### src/inc/pwt_consts.svh
`ifndef PWT_CONSTS_SVH
`define PWT_CONSTS_SVH

// timebase figures, each in its own unit
`define PWT_CLK_PERIOD_NS      50
`define PWT_FINE_STEP_FS       78125
`define PWT_COARSE_NS          5
`define PWT_PER_STEP_NS        20
`define PWT_DEAD_STEP_PS       1250
`define PWT_MAX_FREQ_KHZ       2000
`define PWT_MAX_WIDTH_COARSE   2048

// derived counts in interpolator steps, except the minimum period code, which is in 20 ns period steps
`define PWT_FINE_PER_CLK       (`PWT_CLK_PERIOD_NS * 1000000 / `PWT_FINE_STEP_FS)
`define PWT_FINE_PER_COARSE    (`PWT_COARSE_NS * 1000000 / `PWT_FINE_STEP_FS)
`define PWT_FINE_PER_PSTEP     (`PWT_PER_STEP_NS * 1000000 / `PWT_FINE_STEP_FS)
`define PWT_FINE_PER_DSTEP     (`PWT_DEAD_STEP_PS * 1000 / `PWT_FINE_STEP_FS)
`define PWT_MIN_PER_CODE       (1000000 / `PWT_MAX_FREQ_KHZ / `PWT_PER_STEP_NS)

// register byte offsets
`define PWT_REG_CTRL           8'h00
`define PWT_REG_PERIOD         8'h04
`define PWT_REG_WIDTH          8'h08
`define PWT_REG_DEAD           8'h0C
`define PWT_REG_SYNC_CFG       8'h10
`define PWT_REG_SYNC_THR       8'h14
`define PWT_REG_STATUS         8'h18

// field positions
`define PWT_CTRL_RUN           0
`define PWT_CTRL_INIT_DONE     1
`define PWT_CTRL_MAPPED        2
`define PWT_CFG_MODE_LSB       16
`define PWT_CFG_LOOP_SEL       18
`define PWT_ST_LOCKED          0
`define PWT_ST_FAULT           1
`define PWT_ST_SEL_VALID       2
`define PWT_ST_SEL_LSB         4

// reset values
`define PWT_RST_PERIOD         16'h0FA0
`define PWT_RST_WIDTH          17'h00000

// bus answers
`define PWT_RESP_OKAY          2'h0
`define PWT_RESP_SLVERR        2'h2

`endif

### src/inc/pwt_pkg.sv
package pwt_pkg;

	typedef enum logic [1:0] {
		PWT_SYNC_OFF = 2'h0,
		PWT_SYNC_IN  = 2'h1,
		PWT_SYNC_OUT = 2'h2
	} pwt_sync_mode_t;

	typedef struct packed {
		logic        awready;
		logic        wready;
		logic        aw_ok;
		logic        w_ok;
		logic [7:0]  waddr;
		logic [31:0] wdata;
		logic [3:0]  wstrb;
		logic        wr_en;
		logic        bvalid;
		logic [1:0]  bresp;
		logic        arready;
		logic        rpend;
		logic [7:0]  raddr;
		logic        rvalid;
		logic [31:0] rdata;
		logic [1:0]  rresp;
	} pwt_axi_st_t;

	typedef struct packed {
		logic        prev;
		logic        seen;
		logic [15:0] cnt;
		logic [15:0] meas;
		logic        valid;
	} pwt_meter_st_t;

	typedef struct packed {
		logic           run;
		logic           init_done;
		logic           mapped;
		logic [15:0]    per_req;
		logic [16:0]    width;
		logic [15:0]    dead;
		logic [15:0]    pin_mask;
		pwt_sync_mode_t mode;
		logic           loop_sel;
		logic [19:0]    thr;
		logic [19:0]    ph;
		logic [19:0]    sh_per;
		logic [19:0]    sh_width;
		logic [11:0]    sh_dr;
		logic [11:0]    sh_df;
		logic [19:0]    lock_per;
		logic           locked;
		logic           fault;
		logic           pwm_hi;
		logic           pwm_lo;
		logic           pwm_oe_n;
		logic [15:0]    pin_out;
		logic [15:0]    pin_oe_n;
		logic           loop1_sync;
	} pwt_core_st_t;

endpackage

### src/inc/pwt_reg_if.sv
`timescale 1ns/1ps
interface pwt_reg_if;
	logic        wr_en;
	logic [7:0]  wr_addr;
	logic [31:0] wr_data;
	logic [3:0]  wr_strb;
	logic        wr_err;
	logic [7:0]  rd_addr;
	logic [31:0] rd_data;
	logic        rd_err;

	modport bus (output wr_en, wr_addr, wr_data, wr_strb, rd_addr,
		input wr_err, rd_data, rd_err);
	modport regs (input wr_en, wr_addr, wr_data, wr_strb, rd_addr,
		output wr_err, rd_data, rd_err);
endinterface

### src/rtl/pwt_axi_slave.sv
`timescale 1ns/1ps
`include "pwt_consts.svh"
module pwt_axi_slave (
	input  wire logic        clock,
	input  wire logic        nrst,
	input  wire logic [7:0]  s_axi_awaddr,
	input  wire logic        s_axi_awvalid,
	output logic             s_axi_awready,
	input  wire logic [31:0] s_axi_wdata,
	input  wire logic [3:0]  s_axi_wstrb,
	input  wire logic        s_axi_wvalid,
	output logic             s_axi_wready,
	output logic [1:0]       s_axi_bresp,
	output logic             s_axi_bvalid,
	input  wire logic        s_axi_bready,
	input  wire logic [7:0]  s_axi_araddr,
	input  wire logic        s_axi_arvalid,
	output logic             s_axi_arready,
	output logic [31:0]      s_axi_rdata,
	output logic [1:0]       s_axi_rresp,
	output logic             s_axi_rvalid,
	input  wire logic        s_axi_rready,
	pwt_reg_if.bus           rb
);
	pwt_pkg::pwt_axi_st_t s_r;
	pwt_pkg::pwt_axi_st_t s_nxt;

	// address and data may arrive in either order; the answer waits for both
	always_comb begin
		s_nxt = s_r;
		s_nxt.wr_en = 1'b0;
		if (s_axi_awvalid && s_r.awready) begin
			s_nxt.aw_ok = 1'b1;
			s_nxt.waddr = s_axi_awaddr;
		end
		if (s_axi_wvalid && s_r.wready) begin
			s_nxt.w_ok  = 1'b1;
			s_nxt.wdata = s_axi_wdata;
			s_nxt.wstrb = s_axi_wstrb;
		end
		if (s_r.aw_ok && s_r.w_ok && !s_r.bvalid) begin
			s_nxt.wr_en  = 1'b1;
			s_nxt.bvalid = 1'b1;
			s_nxt.bresp  = rb.wr_err ? `PWT_RESP_SLVERR : `PWT_RESP_OKAY;
			s_nxt.aw_ok  = 1'b0;
			s_nxt.w_ok   = 1'b0;
		end
		if (s_r.bvalid && s_axi_bready)
			s_nxt.bvalid = 1'b0;
		// one read at a time; data is sampled a cycle after the address lands
		if (s_axi_arvalid && s_r.arready) begin
			s_nxt.rpend = 1'b1;
			s_nxt.raddr = s_axi_araddr;
		end
		if (s_r.rpend) begin
			s_nxt.rpend  = 1'b0;
			s_nxt.rvalid = 1'b1;
			s_nxt.rdata  = rb.rd_err ? 32'h00000000 : rb.rd_data;
			s_nxt.rresp  = rb.rd_err ? `PWT_RESP_SLVERR : `PWT_RESP_OKAY;
		end
		if (s_r.rvalid && s_axi_rready)
			s_nxt.rvalid = 1'b0;
		s_nxt.awready = !s_nxt.aw_ok && !s_nxt.bvalid;
		s_nxt.wready  = !s_nxt.w_ok && !s_nxt.bvalid;
		s_nxt.arready = !s_nxt.rpend && !s_nxt.rvalid;
	end

	always_ff @(posedge clock) begin
		if (!nrst) begin
			s_r         <= '0;
			s_r.awready <= 1'b1;
			s_r.wready  <= 1'b1;
			s_r.arready <= 1'b1;
		end else begin
			s_r <= s_nxt;
		end
	end

	assign s_axi_awready = s_r.awready;
	assign s_axi_wready  = s_r.wready;
	assign s_axi_bvalid  = s_r.bvalid;
	assign s_axi_bresp   = s_r.bresp;
	assign s_axi_arready = s_r.arready;
	assign s_axi_rvalid  = s_r.rvalid;
	assign s_axi_rdata   = s_r.rdata;
	assign s_axi_rresp   = s_r.rresp;
	assign rb.wr_en      = s_r.wr_en;
	assign rb.wr_addr    = s_r.waddr;
	assign rb.wr_data    = s_r.wdata;
	assign rb.wr_strb    = s_r.wstrb;
	assign rb.rd_addr    = s_r.raddr;
endmodule

### src/rtl/pwt_engine.sv
// Summary of operation
// - edges placed on 78.125 ps interpolator grid
// - period held as eleven-bit count of 20 ns steps
// - pulse width capped at 2048 coarse steps
// - period in 20 ns steps, 2 MHz max
// - period not multiple of step truncates down
// - both switches off during dead interval
// - rising edge delayed 0 to 318.75 ns
// - falling edge adjustable for extra blanking
// - dead-time changes apply while running
// - pwm pair high impedance until initialization done; the sync output pin is not gated by it
// - mapped outputs driven low after initialization
// - clock pin works as input or output
// - any pin selectable as clock pin
// - lowest numbered selected pin wins as input
// - sync input drives lock, either loop
// - lock held within 12.5 percent drift
// - sync output set at ramp threshold crossing
// - lock status and sync fault reported
`timescale 1ns/1ps
`include "pwt_consts.svh"
module pwt_engine #(
	parameter int PER_W   = 11,
	parameter int DEAD_W  = 8,
	parameter int NUM_PIN = 16
) (
	input  wire logic               clock,
	input  wire logic               nrst,
	input  wire logic [7:0]         s_axi_awaddr,
	input  wire logic               s_axi_awvalid,
	output logic                    s_axi_awready,
	input  wire logic [31:0]        s_axi_wdata,
	input  wire logic [3:0]         s_axi_wstrb,
	input  wire logic               s_axi_wvalid,
	output logic                    s_axi_wready,
	output logic [1:0]              s_axi_bresp,
	output logic                    s_axi_bvalid,
	input  wire logic               s_axi_bready,
	input  wire logic [7:0]         s_axi_araddr,
	input  wire logic               s_axi_arvalid,
	output logic                    s_axi_arready,
	output logic [31:0]             s_axi_rdata,
	output logic [1:0]              s_axi_rresp,
	output logic                    s_axi_rvalid,
	input  wire logic               s_axi_rready,
	input  wire logic [NUM_PIN-1:0] sync_pin_in,
	output logic [NUM_PIN-1:0]      sync_pin_out,
	output logic [NUM_PIN-1:0]      sync_pin_oe_n,
	output logic                    pwm_hi_out,
	output logic                    pwm_hi_oe_n,
	output logic                    pwm_lo_out,
	output logic                    pwm_lo_oe_n,
	output logic                    loop1_sync_pulse,
	output logic                    sync_locked,
	output logic                    sync_fault
);
	// the engine is built for the documented field widths only
	if (PER_W != 11 || DEAD_W != 8 || NUM_PIN != 16) begin : g_bad_param
		$error("pwt_engine: PER_W must be 11, DEAD_W 8, NUM_PIN 16");
	end

	// fine-step figures, exact at this clock
	localparam logic [19:0] FINE_CLK  = 20'(`PWT_FINE_PER_CLK);
	localparam logic [15:0] STEP_NS   = 16'(`PWT_PER_STEP_NS);
	localparam logic [15:0] MIN_CODE  = 16'(`PWT_MIN_PER_CODE);
	localparam logic [15:0] MAX_CODE  = 16'((1 << PER_W) - 1);
	localparam logic [19:0] FINE_PSTP = 20'(`PWT_FINE_PER_PSTEP);
	localparam logic [11:0] FINE_DSTP = 12'(`PWT_FINE_PER_DSTEP);
	localparam logic [19:0] MAX_WIDTH = 20'(`PWT_MAX_WIDTH_COARSE * `PWT_FINE_PER_COARSE);

	pwt_reg_if rb ();

	pwt_pkg::pwt_core_st_t s_r;
	pwt_pkg::pwt_core_st_t s_nxt;

	logic        meas_valid;
	logic [15:0] meas;
	logic [15:0] running;
	logic [3:0]  sel_idx;
	logic        sel_valid;
	logic        sel_level;

	// bus front end, then the edge meter
	pwt_axi_slave u_axi (
		.clock         (clock),
		.nrst          (nrst),
		.s_axi_awaddr  (s_axi_awaddr),
		.s_axi_awvalid (s_axi_awvalid),
		.s_axi_awready (s_axi_awready),
		.s_axi_wdata   (s_axi_wdata),
		.s_axi_wstrb   (s_axi_wstrb),
		.s_axi_wvalid  (s_axi_wvalid),
		.s_axi_wready  (s_axi_wready),
		.s_axi_bresp   (s_axi_bresp),
		.s_axi_bvalid  (s_axi_bvalid),
		.s_axi_bready  (s_axi_bready),
		.s_axi_araddr  (s_axi_araddr),
		.s_axi_arvalid (s_axi_arvalid),
		.s_axi_arready (s_axi_arready),
		.s_axi_rdata   (s_axi_rdata),
		.s_axi_rresp   (s_axi_rresp),
		.s_axi_rvalid  (s_axi_rvalid),
		.s_axi_rready  (s_axi_rready),
		.rb            (rb)
	);

	pwt_sync_meter u_meter (
		.clock      (clock),
		.nrst       (nrst),
		.level      (sel_level),
		.meas_valid (meas_valid),
		.meas       (meas),
		.running    (running)
	);

	// truncate a requested period in ns to whole 20 ns steps, then clamp
	function automatic logic [19:0] per_fine(input logic [15:0] req);
		logic [15:0] code;
		code = req / STEP_NS;
		if (code < MIN_CODE)
			code = MIN_CODE;
		if (code > MAX_CODE)
			code = MAX_CODE;
		return 20'(code) * FINE_PSTP;
	endfunction

	// byte-lane merge for a write
	function automatic logic [31:0] merge(input logic [31:0] old, input logic [31:0] d,
		input logic [3:0] strb);
		logic [31:0] m;
		m = {{8{strb[3]}}, {8{strb[2]}}, {8{strb[1]}}, {8{strb[0]}}};
		return (old & ~m) | (d & m);
	endfunction

	function automatic logic hit(input logic [7:0] a);
		return a == `PWT_REG_CTRL || a == `PWT_REG_PERIOD || a == `PWT_REG_WIDTH ||
			a == `PWT_REG_DEAD || a == `PWT_REG_SYNC_CFG || a == `PWT_REG_SYNC_THR ||
			a == `PWT_REG_STATUS;
	endfunction

	// lowest set bit of the pin mask picks the clock pin
	always_comb begin
		sel_idx   = 4'h0;
		sel_valid = 1'b0;
		for (int i = NUM_PIN - 1; i >= 0; i--) begin
			if (s_r.pin_mask[i]) begin
				sel_idx   = 4'(i);
				sel_valid = 1'b1;
			end
		end
		// no selected pin reads as low
		sel_level = sel_valid && sync_pin_in[sel_idx];
	end

	// register read mux; unmapped addresses answer with an error
	always_comb begin
		rb.rd_err  = !hit(rb.rd_addr);
		rb.wr_err  = !hit(rb.wr_addr);
		rb.rd_data = 32'h00000000;
		unique case (rb.rd_addr)
			`PWT_REG_CTRL:
				rb.rd_data = {29'h0, s_r.mapped, s_r.init_done, s_r.run};
			`PWT_REG_PERIOD:
				rb.rd_data = {s_r.sh_per[19:8], 4'h0, s_r.per_req};
			`PWT_REG_WIDTH:
				rb.rd_data = {15'h0, s_r.width};
			`PWT_REG_DEAD:
				rb.rd_data = {16'h0, s_r.dead};
			`PWT_REG_SYNC_CFG:
				rb.rd_data = {13'h0, s_r.loop_sel, s_r.mode, s_r.pin_mask};
			`PWT_REG_SYNC_THR:
				rb.rd_data = {12'h0, s_r.thr};
			`PWT_REG_STATUS:
				rb.rd_data = {24'h0, sel_idx, 1'b0, sel_valid, s_r.fault, s_r.locked};
			default:
				rb.rd_data = 32'h00000000;
		endcase
	end

	// whole engine next state: registers, ramp, pulse pair, sync lock
	always_comb begin
		logic [31:0] w;
		logic [19:0] per_eff;
		logic [19:0] nph;
		logic [19:0] wid;
		logic [20:0] lo_start;
		logic [25:0] meas_fine;
		logic [25:0] diff;
		logic [25:0] tol;
		logic        in_mode;
		logic        loop0;
		// locals start cleared so no path latches
		per_eff = '0;
		nph = '0;
		wid = '0;
		lo_start = '0;
		meas_fine = '0;
		diff = '0;
		tol = '0;
		in_mode = 1'b0;
		loop0 = 1'b0;
		s_nxt = s_r;
		w = 32'h00000000;
		s_nxt.loop1_sync = 1'b0;
		if (rb.wr_en) begin
			unique case (rb.wr_addr)
				`PWT_REG_CTRL: begin
					w = merge({29'h0, s_r.mapped, s_r.init_done, s_r.run},
						rb.wr_data, rb.wr_strb);
					s_nxt.run       = w[`PWT_CTRL_RUN];
					s_nxt.init_done = w[`PWT_CTRL_INIT_DONE];
					s_nxt.mapped    = w[`PWT_CTRL_MAPPED];
				end
				`PWT_REG_PERIOD: begin
					w = merge({16'h0, s_r.per_req}, rb.wr_data, rb.wr_strb);
					s_nxt.per_req = w[15:0];
				end
				`PWT_REG_WIDTH: begin
					w = merge({15'h0, s_r.width}, rb.wr_data, rb.wr_strb);
					s_nxt.width = w[16:0];
				end
				`PWT_REG_DEAD: begin
					w = merge({16'h0, s_r.dead}, rb.wr_data, rb.wr_strb);
					s_nxt.dead = w[15:0];
				end
				`PWT_REG_SYNC_CFG: begin
					w = merge({13'h0, s_r.loop_sel, s_r.mode, s_r.pin_mask},
						rb.wr_data, rb.wr_strb);
					s_nxt.pin_mask = w[15:0];
					s_nxt.loop_sel = w[`PWT_CFG_LOOP_SEL];
					unique case (w[`PWT_CFG_MODE_LSB +: 2])
						2'h1:    s_nxt.mode = pwt_pkg::PWT_SYNC_IN;
						2'h2:    s_nxt.mode = pwt_pkg::PWT_SYNC_OUT;
						default: s_nxt.mode = pwt_pkg::PWT_SYNC_OFF;
					endcase
				end
				`PWT_REG_SYNC_THR: begin
					w = merge({12'h0, s_r.thr}, rb.wr_data, rb.wr_strb);
					s_nxt.thr = w[19:0];
				end
				`PWT_REG_STATUS: begin
					// fault is write-one-to-clear; a new fault below overrides
					if (rb.wr_strb[0] && rb.wr_data[`PWT_ST_FAULT])
						s_nxt.fault = 1'b0;
				end
				default: ;
			endcase
		end

		// the locked period steers loop 0 only
		in_mode = s_r.mode == pwt_pkg::PWT_SYNC_IN;
		loop0   = !s_r.loop_sel;
		per_eff = (s_r.locked && loop0) ? s_r.lock_per : s_r.sh_per;

		// ramp in interpolator steps; 640 steps pass per 50 ns clock
		nph = s_r.ph + FINE_CLK;
		wid = (20'(s_r.width) > MAX_WIDTH) ? MAX_WIDTH : 20'(s_r.width);
		if (!s_r.run || nph >= per_eff) begin
			// new settings only at a period boundary, so no runt pulse
			s_nxt.ph       = s_r.run ? nph - per_eff : 20'h00000;
			s_nxt.sh_per   = per_fine(s_r.per_req);
			s_nxt.sh_width = wid;
			s_nxt.sh_dr    = 12'(s_r.dead[7:0]) * FINE_DSTP;
			s_nxt.sh_df    = 12'(s_r.dead[15:8]) * FINE_DSTP;
		end else begin
			s_nxt.ph = nph;
		end

		// high side: rising edge delayed, falling edge pulled in
		s_nxt.pwm_hi = s_r.run && s_r.init_done &&
			(s_r.ph >= 20'(s_r.sh_dr)) &&
			(21'(s_r.ph) + 21'(s_r.sh_df) < 21'(s_r.sh_width));
		// low side waits its own dead time after the high side falls
		lo_start = 21'(s_r.sh_width) + 21'(s_r.sh_dr);
		s_nxt.pwm_lo = s_r.run && s_r.init_done &&
			(21'(s_r.ph) >= lo_start) &&
			(21'(s_r.ph) + 21'(s_r.sh_df) < 21'(per_eff));
		// pair floats until firmware marks setup done and the pair mapped
		s_nxt.pwm_oe_n = !(s_r.init_done && s_r.mapped);

		// sync output: high from threshold crossing to end of period
		s_nxt.pin_out  = '0;
		s_nxt.pin_oe_n = '1;
		if (s_r.mode == pwt_pkg::PWT_SYNC_OUT && sel_valid) begin
			s_nxt.pin_oe_n[sel_idx] = 1'b0;
			s_nxt.pin_out[sel_idx]  = s_r.run && s_r.init_done &&
				(s_nxt.ph >= s_r.thr);
		end

		// sync input: compare measured period against programmed period
		meas_fine = 26'(meas) * 26'(FINE_CLK);
		diff = (meas_fine > 26'(s_r.sh_per)) ? meas_fine - 26'(s_r.sh_per) :
			26'(s_r.sh_per) - meas_fine;
		// wider window once locked, narrow window to acquire
		tol = s_r.locked ? 26'(s_r.sh_per >> 3) : 26'(s_r.sh_per >> 4);
		if (!in_mode || !sel_valid) begin
			s_nxt.locked = 1'b0;
		end else if (meas_valid) begin
			if (diff <= tol) begin
				s_nxt.locked   = 1'b1;
				s_nxt.lock_per = meas_fine[19:0];
				// loop 0 restarts its ramp on a lock
				if (loop0)
					s_nxt.ph = 20'h00000;
				else
					s_nxt.loop1_sync = 1'b1;
			end else begin
				// cannot acquire, or drifted out after lock
				s_nxt.locked = 1'b0;
				s_nxt.fault  = 1'b1;
			end
		end else if (26'(running) * 26'(FINE_CLK) > {5'h0, s_r.sh_per, 1'b0}) begin
			// no edge for two programmed periods: the source is gone
			s_nxt.locked = 1'b0;
			s_nxt.fault  = 1'b1;
		end
	end

	// single stage for all state
	always_ff @(posedge clock) begin
		if (!nrst) begin
			s_r          <= '0;
			s_r.per_req  <= `PWT_RST_PERIOD;
			s_r.width    <= `PWT_RST_WIDTH;
			s_r.pwm_oe_n <= 1'b1;
			s_r.pin_oe_n <= '1;
		end else begin
			s_r <= s_nxt;
		end
	end

	// outputs leave straight from flops
	assign pwm_hi_out       = s_r.pwm_hi;
	assign pwm_hi_oe_n      = s_r.pwm_oe_n;
	assign pwm_lo_out       = s_r.pwm_lo;
	assign pwm_lo_oe_n      = s_r.pwm_oe_n;
	assign sync_pin_out     = s_r.pin_out;
	assign sync_pin_oe_n    = s_r.pin_oe_n;
	assign loop1_sync_pulse = s_r.loop1_sync;
	assign sync_locked      = s_r.locked;
	assign sync_fault       = s_r.fault;
endmodule

### src/rtl/pwt_sync_meter.sv
`timescale 1ns/1ps
module pwt_sync_meter (
	input  wire logic        clock,
	input  wire logic        nrst,
	input  wire logic        level,
	output logic             meas_valid,
	output logic [15:0]      meas,
	output logic [15:0]      running
);
	pwt_pkg::pwt_meter_st_t s_r;
	pwt_pkg::pwt_meter_st_t s_nxt;

	// rising edge to rising edge, in clock cycles; the first edge only arms
	always_comb begin
		s_nxt = s_r;
		s_nxt.valid = 1'b0;
		s_nxt.prev  = level;
		if (s_r.cnt != 16'hFFFF)
			s_nxt.cnt = s_r.cnt + 16'h0001;
		if (level && !s_r.prev) begin
			s_nxt.valid = s_r.seen;
			s_nxt.meas  = s_nxt.cnt;
			s_nxt.seen  = 1'b1;
			s_nxt.cnt   = 16'h0000;
		end
	end

	always_ff @(posedge clock) begin
		if (!nrst)
			s_r <= '0;
		else
			s_r <= s_nxt;
	end

	assign meas_valid = s_r.valid;
	assign meas       = s_r.meas;
	assign running    = s_r.cnt;
endmodule

### config.mk
export PLATFORM = sky130hd
export DESIGN_NAME = pwt_engine
export DESIGN_NICKNAME = d
export VERILOG_FILES = /design/src/inc/pwt_pkg.sv /design/src/inc/pwt_reg_if.sv /design/src/rtl/pwt_axi_slave.sv /design/src/rtl/pwt_engine.sv /design/src/rtl/pwt_sync_meter.sv
export VERILOG_INCLUDE_DIRS = /design/src /design/src/inc
export SDC_FILE = /design/constraint.sdc
export NUM_CORES = 1
export LEC_CHECK = 0
export ABC_AREA = 1
export BUFFER_PORTS_ARGS = -buffer_cell sky130_fd_sc_hd__buf_2
export CAP_MARGIN = 20
export CORE_ASPECT_RATIO = 1.2
export CORE_UTILIZATION = 52
export CTS_BUF_LIST = sky130_fd_sc_hd__clkbuf_16
export CTS_CLUSTER_DIAMETER = 50
export DETAILED_ROUTE_END_ITERATION = 10
export HOLD_SLACK_MARGIN = 0.05
export PLACE_DENSITY = 0.78
export SYNTH_ARGS = -nofsm -noshare
export SYNTH_HDL_FRONTEND = slang
export SYNTH_SLANG_ARGS = --single-unit
### constraint.sdc
create_clock -name clock -period 8.1 [get_ports clock]
set_input_delay 0.81 -clock clock [delete_from_list [all_inputs] [get_ports clock]]
set_output_delay 0.81 -clock clock [all_outputs]
set_load 0.03 [all_outputs]
Word level (Yosys, flattened, before mapping) --
Cells that the tools add are included.
Cells by class: $add $sub $neg 7, multipliers 2, divide/modulo/power cells 1, $lt $le $gt $ge 13, equal/unequal tests 17, multiplexer cells 72, bitwise operators 20, reductions and logical operators 64
Operator list (number):
- $pmux 32 s7 | 1
- $mux 20 | 7
- $mux 4 | 17
- $and 16x16->16 | 3
- $eq 8x5->1 const B | 6
- $mux 16 | 3
- $and 20x20->20 | 2
- $ge 20x20->1 | 2
- $mul 16x3->19 const B | 2
- $mux 35 | 1
- $eq 8x4->1 const B | 4
- $mux 32 | 1
- $or 16x16->16 | 2
- $mux 1 | 30
- $gt 26x20->1 | 1
- $gt 26x21->1 | 1
- $le 26x17->1 | 1
- $mux 26 | 1
- $sub 20x26->26 | 1
- $sub 26x20->26 | 1
- $logic_and 1x1->1 | 23
- $add 20x12->21 | 1
- $lt 21x17->1 | 1
- $lt 21x20->1 | 1
- other kinds (40) | 83
Word-level totals: flip-flop bits (word level) 326, input bits 75, output and inout port bits 80, word-level logic and storage cells 241

Logic depth before layout (Yosys ltp) --
word-level depth 22, depth in mapped cells 55, depth with buffers taken out 55

By module --
A second synthesis with hierarchy kept.
Unflattened totals: cell total of the unflattened synthesis 2949, area total of the unflattened synthesis 21403.0 um^2
Modules (own cells, without submodules):
- pwt_engine | instances 1, cells each 2206, area an instance 15746.4 um^2, sequential area each 4144.0 um^2
- pwt_axi_slave | instances 1, cells each 493, area an instance 3910.0 um^2, sequential area each 1901.8 um^2
- pwt_sync_meter | instances 1, cells each 250, area an instance 1746.7 um^2, sequential area each 700.7 um^2

Least setup slack after synthesis --
No wires, ideal clock.
kind register to register, start reg u_meter.s_r (netlist bit u_meter.meas[3]), end reg s_r[131] (netlist name), setup time 0.121 ns, data arrival time 5.706 ns, data required time 7.979 ns, slack 2.273 ns, cell stages (with the launch flop) 43, path buffers 4, period minus slack after synthesis 5.827 ns, cell sequence dfxtp_1 ha_1 ha_1 a21oi_1 nand2_1 nand2_1 o211ai_1 a21oi_1 inv_1 a21oi_1 xor2_1 ha_1 clkbuf_1 inv_1 nor2_1 inv_1 nor2_1 inv_1 [7 not listed] nand2_1 o21ai_0 inv_1 ha_1 nand2_1 nor2_1 a2111oi_0 o221ai_1 nand2_1 a32o_1 o2111ai_1 nor2_1 nand4_1 nor4_1 nand3_1 o21ai_1 buf_2 nor2_1
On the way: word-level cells in the longest chain between the ends 7, elaborated cells on any way between the ends 9, those cells by class add/sub: 2; mul: 1; order compare: 2; mux: 4
Ends and longest elaborated chain:
- start, declared | line pwt_sync_meter.sv:10 | pwt_pkg::pwt_meter_st_t s_r;
- start signal, assigned | line pwt_sync_meter.sv:32 | s_r <= s_nxt;
- $mul 16x3->19 * | line pwt_engine.sv:291 | meas_fine = 26'(meas) * 26'(FINE_CLK);
- $sub 20x26->26 (tied with other cells) | line pwt_engine.sv:293 | 26'(s_r.sh_per) - meas_fine;
- $mux 26 * | line pwt_engine.sv:292 | diff = (meas_fine > 26'(s_r.sh_per)) ? meas_fine - 26'(s_r.sh_per) :
- $le 26x17->1 * | line pwt_engine.sv:299 | if (diff <= tol) begin
- $mux 20 * | line pwt_engine.sv:299
- $mux 20 * | line pwt_engine.sv:298 | end else if (meas_valid) begin
- $mux 20 * | line pwt_engine.sv:296 | if (!in_mode || !sel_valid) begin
- end signal, assigned | line pwt_engine.sv:328 | s_r <= s_nxt;
- end, declared | line pwt_engine.sv:73 | pwt_pkg::pwt_core_st_t s_r;
Every way passes the cells marked *; elsewhere a longest branch is shown, timed or not. A chain may end at the register's enable or synchronous reset.

Worst setup path in the final report --
start reg u_meter.s_r (netlist bit u_meter.meas[1]), end reg s_r[51] (netlist name)
On the way: word-level cells in the longest chain between the ends 5, elaborated cells on any way between the ends 7, those cells by class add/sub: 2; mul: 1; order compare: 2; mux: 1; reduce/logical: 1
Ends and longest elaborated chain (line):
- $mul 16x3->19 * | pwt_engine.sv:291
- $sub 20x26->26 (tied with other cells) | pwt_engine.sv:293
- $mux 26 | pwt_engine.sv:292
- $le 26x17->1 | pwt_engine.sv:299
- $reduce_and 3->1 (no source line)
Marked as above.

==> impl_results.md <==
- Nets: 3040
- Worst Path Arrival: 7.64 ns
- Largest cells by area after synthesis: dfxtp_1 (32%), ha_1 (13%), o21ai_0 (7.0%)
- Crit-path slowest cell: ha_1
- EDFF count, synth: 0
- First-pass GRT wire length: 91600 um
- Fin crit period: 7.18 ns
- Pin count of the biggest net entering global routing: 99
- CP Class: register to register
- F_max: 139 MHz
- Routed Antenna Nets: 0
- Row count: 78
- Main synth FF type: dfxtp_1
- Pre-antenna DRT Iters: 6
- Post-synthesis cell count: 2705
- Yosys reg bits: 324
- Iter 0 DRT Violations: 1519
- Most numerous cell in the Yosys netlist: inv_1
- Via Count: 18700
- GRT Resource Usage Total: 29.3%
- Distinct cells, synth: 59
- Max Cap Viol: 0
- Clk Latency, worst-skew pair: 0.55 ns
- Number of gates resized after cts: 0
- Reg clk slew, reported paths: 0.05 ns
- Worst setup SP type: register
- Fin. Hold Viols: 0
- Detailed placer's ending HPWL: 45900 um
- Sink Count: 324
- Die H: 217 um
- Post-Synthesis Cell Area: 0.0200 sq mm
- Most common cell on crit path: nand2_1
- Crit. End Element: register
- Final WL: 58600 um
- Worst Path Max Fanout: 24
- Worst-margin pin slew: 1.12 ns
- I/O Buffers: 139
- Gpl congestion: 0.980
- Placed cells: 3191
- Congestion Overflow GR: 0
- Initial Util: 52.8%
- Max Slew Vio Count: 0
- Core area: 0.0379 sq mm
- Pwr/cell area: 170 mW/mm^2
- Most instantiated cells after synthesis: inv_1 (359), nand2_1 (336), dfxtp_1 (324), o21ai_0 (280), a21oi_1 (260)
- CP required: 8.56 ns
- Sequential area share after synthesis: 32.4%
- Leak pwr: 10.3 nW
- Ant diodes: 0
- Die area: 0.0393 sq mm
- H-tree level count: 2
- Max Buffers Root-to-Sink: 3
- # DRC: 0
- CTS Hold Bufs: 0
- Clock skew: 0.0339 ns
- Max incr delay on CP: 0.44 ns
- Vias per Instance: 5.75
- Synthesized area per cell: 7.40 sq um
- Synth warn: 0
- Die width: 181 um
- Final setup viols: 0
- CTS tree: yes
- Setup Buffers After CTS: 0
- TritonCTS Buffers: 39
- Worst VDD drop: 159 uV
- Worst Hold Margin: 0.443 ns
- Routed len/inst: 18.0 um
- Hold Crit Class: register to register
- Setup_tns: 0 ns
- Max-slew headroom: 25.4%
- Number of global-route vias before repair: 17400
- CTS root buf: clkbuf_16
- Unrepaired setup endpoints after global routing: false
- Initial antenna violation count: 0
- Yosys top cell area share: 32.4%
- Status: finished clean
- Share of layout cells above drive strength 1: 10.9%
- Part of the cycle the worst path needs: 88.7%
- FFs w/ async S/R, synth: 0%
- Non-Filler Instances: 3261
- Count of boundary I/O pins: 155
- Area leader, netlist: dfxtp_1
- Layout area overhead: 9.16%
-- cells in the final DEF, fill, tap and decap left out, types with 35 or more instances in the layout --
master / count
inv_1: 370
a21oi_1: 260
nand2_1: 336
nor2_1: 245
xor2_1: 72
dfxtp_1: 324
nand2_2: 35
clkbuf_16: 39
nand3_1: 104
buf_2: 138
o21ai_0: 280
ha_1: 205
-- path summary, 6_finish.rpt --
| check | slack (ns) | from | cells after the start | endpoint |
|---|---|---|---|---|
| max reg2reg | 0.92 | u_meter.meas[1]$_SDFFE_PN0P_ | 40 | s_r[51]$_SDFFE_PN0P_ |
| min | 0.44 | u_meter.s_r[33]$_SDFFE_PN0P_ | 2 | u_meter.meas_valid$_SDFF_PN0_ |
| min reg2reg | 0.44 | u_meter.s_r[33]$_SDFFE_PN0P_ | 2 | u_meter.meas_valid$_SDFF_PN0_ |
| max | 0.92 | u_meter.meas[1]$_SDFFE_PN0P_ | 40 | s_r[51]$_SDFFE_PN0P_ |
-- routing by layer --
| layer | GRT usage [%] | wire length (um) | vias up | part of all wire, % |
|---|---|---|---|---|
| met1 | 37.5 | 25000 | 8659 | 43 |
| met2 | 48.7 | 26600 | 796 | 45 |
| li1 | - | - | 9150 | - |
| met5 | 0 | 0 | - | 0 |
| met3 | 3.43 | 4030 | 143 | 6.9 |
| met4 | 14.9 | 2930 | 0 | 5.0 |
-- cells by family (layout without fill, tap and decap cells) --
group           count (synthesis)  in the layout  share of synthesized area, %
simple gates                  821            821                          18.2
compound gates                728            728                          20.6
flops                         324            324                          32.4
fa+ha+maj                     212            212                          13.5
xor+xnor                       86             86                          3.77
other cells                     1              2                        0.0187
buf+inv                       530            605                          11.3
mux                             3              3                         0.150
-- critical path, delay by kind of cell (launching register included) --
kind | cells | cell delay (ns)
simple gates | 15 | 1.87
compound gates | 11 | 1.87
fa+ha+maj | 5 | 1.60
buf+inv | 8 | 1.30
flops | 1 | 0.34
xor+xnor | 1 | 0.12
-- per-stage QoR --
step / setup slack (ns) / power (mW) / util (%) / cell area (sq um)
final: 0.917 / 3.70 / 57.7 / 21800
after global routing: 0.0954 / 3.83 / 57.7 / 21800
after CTS: 0.819 / 3.71 / 57.6 / 21800
after detailed placement: 0.841 / 2.08 / 54.4 / 20600
after global placement: 0.934 / 2.07 / 54.4 / 20600
after floorplan: 2.27 / 1.96 / - / 20000
-- power breakdown --
part           internal, mW  switching (mW)
Combinational         0.133           0.275
Clock                 0.951           0.694
Sequential             1.62          0.0255
-- layout make-up --
type / count / area (sq um)
fill: 3478 / 16000
multi-input combinational: 1852 / 11300
sequential: 324 / 6490
inverter: 381 / 1430
clock buffer: 39 / 976
timing repair buffer: 155 / 818
tap: 480 / 601
clock inverter: 30 / 238
Power figures use the tool's default switching activity.
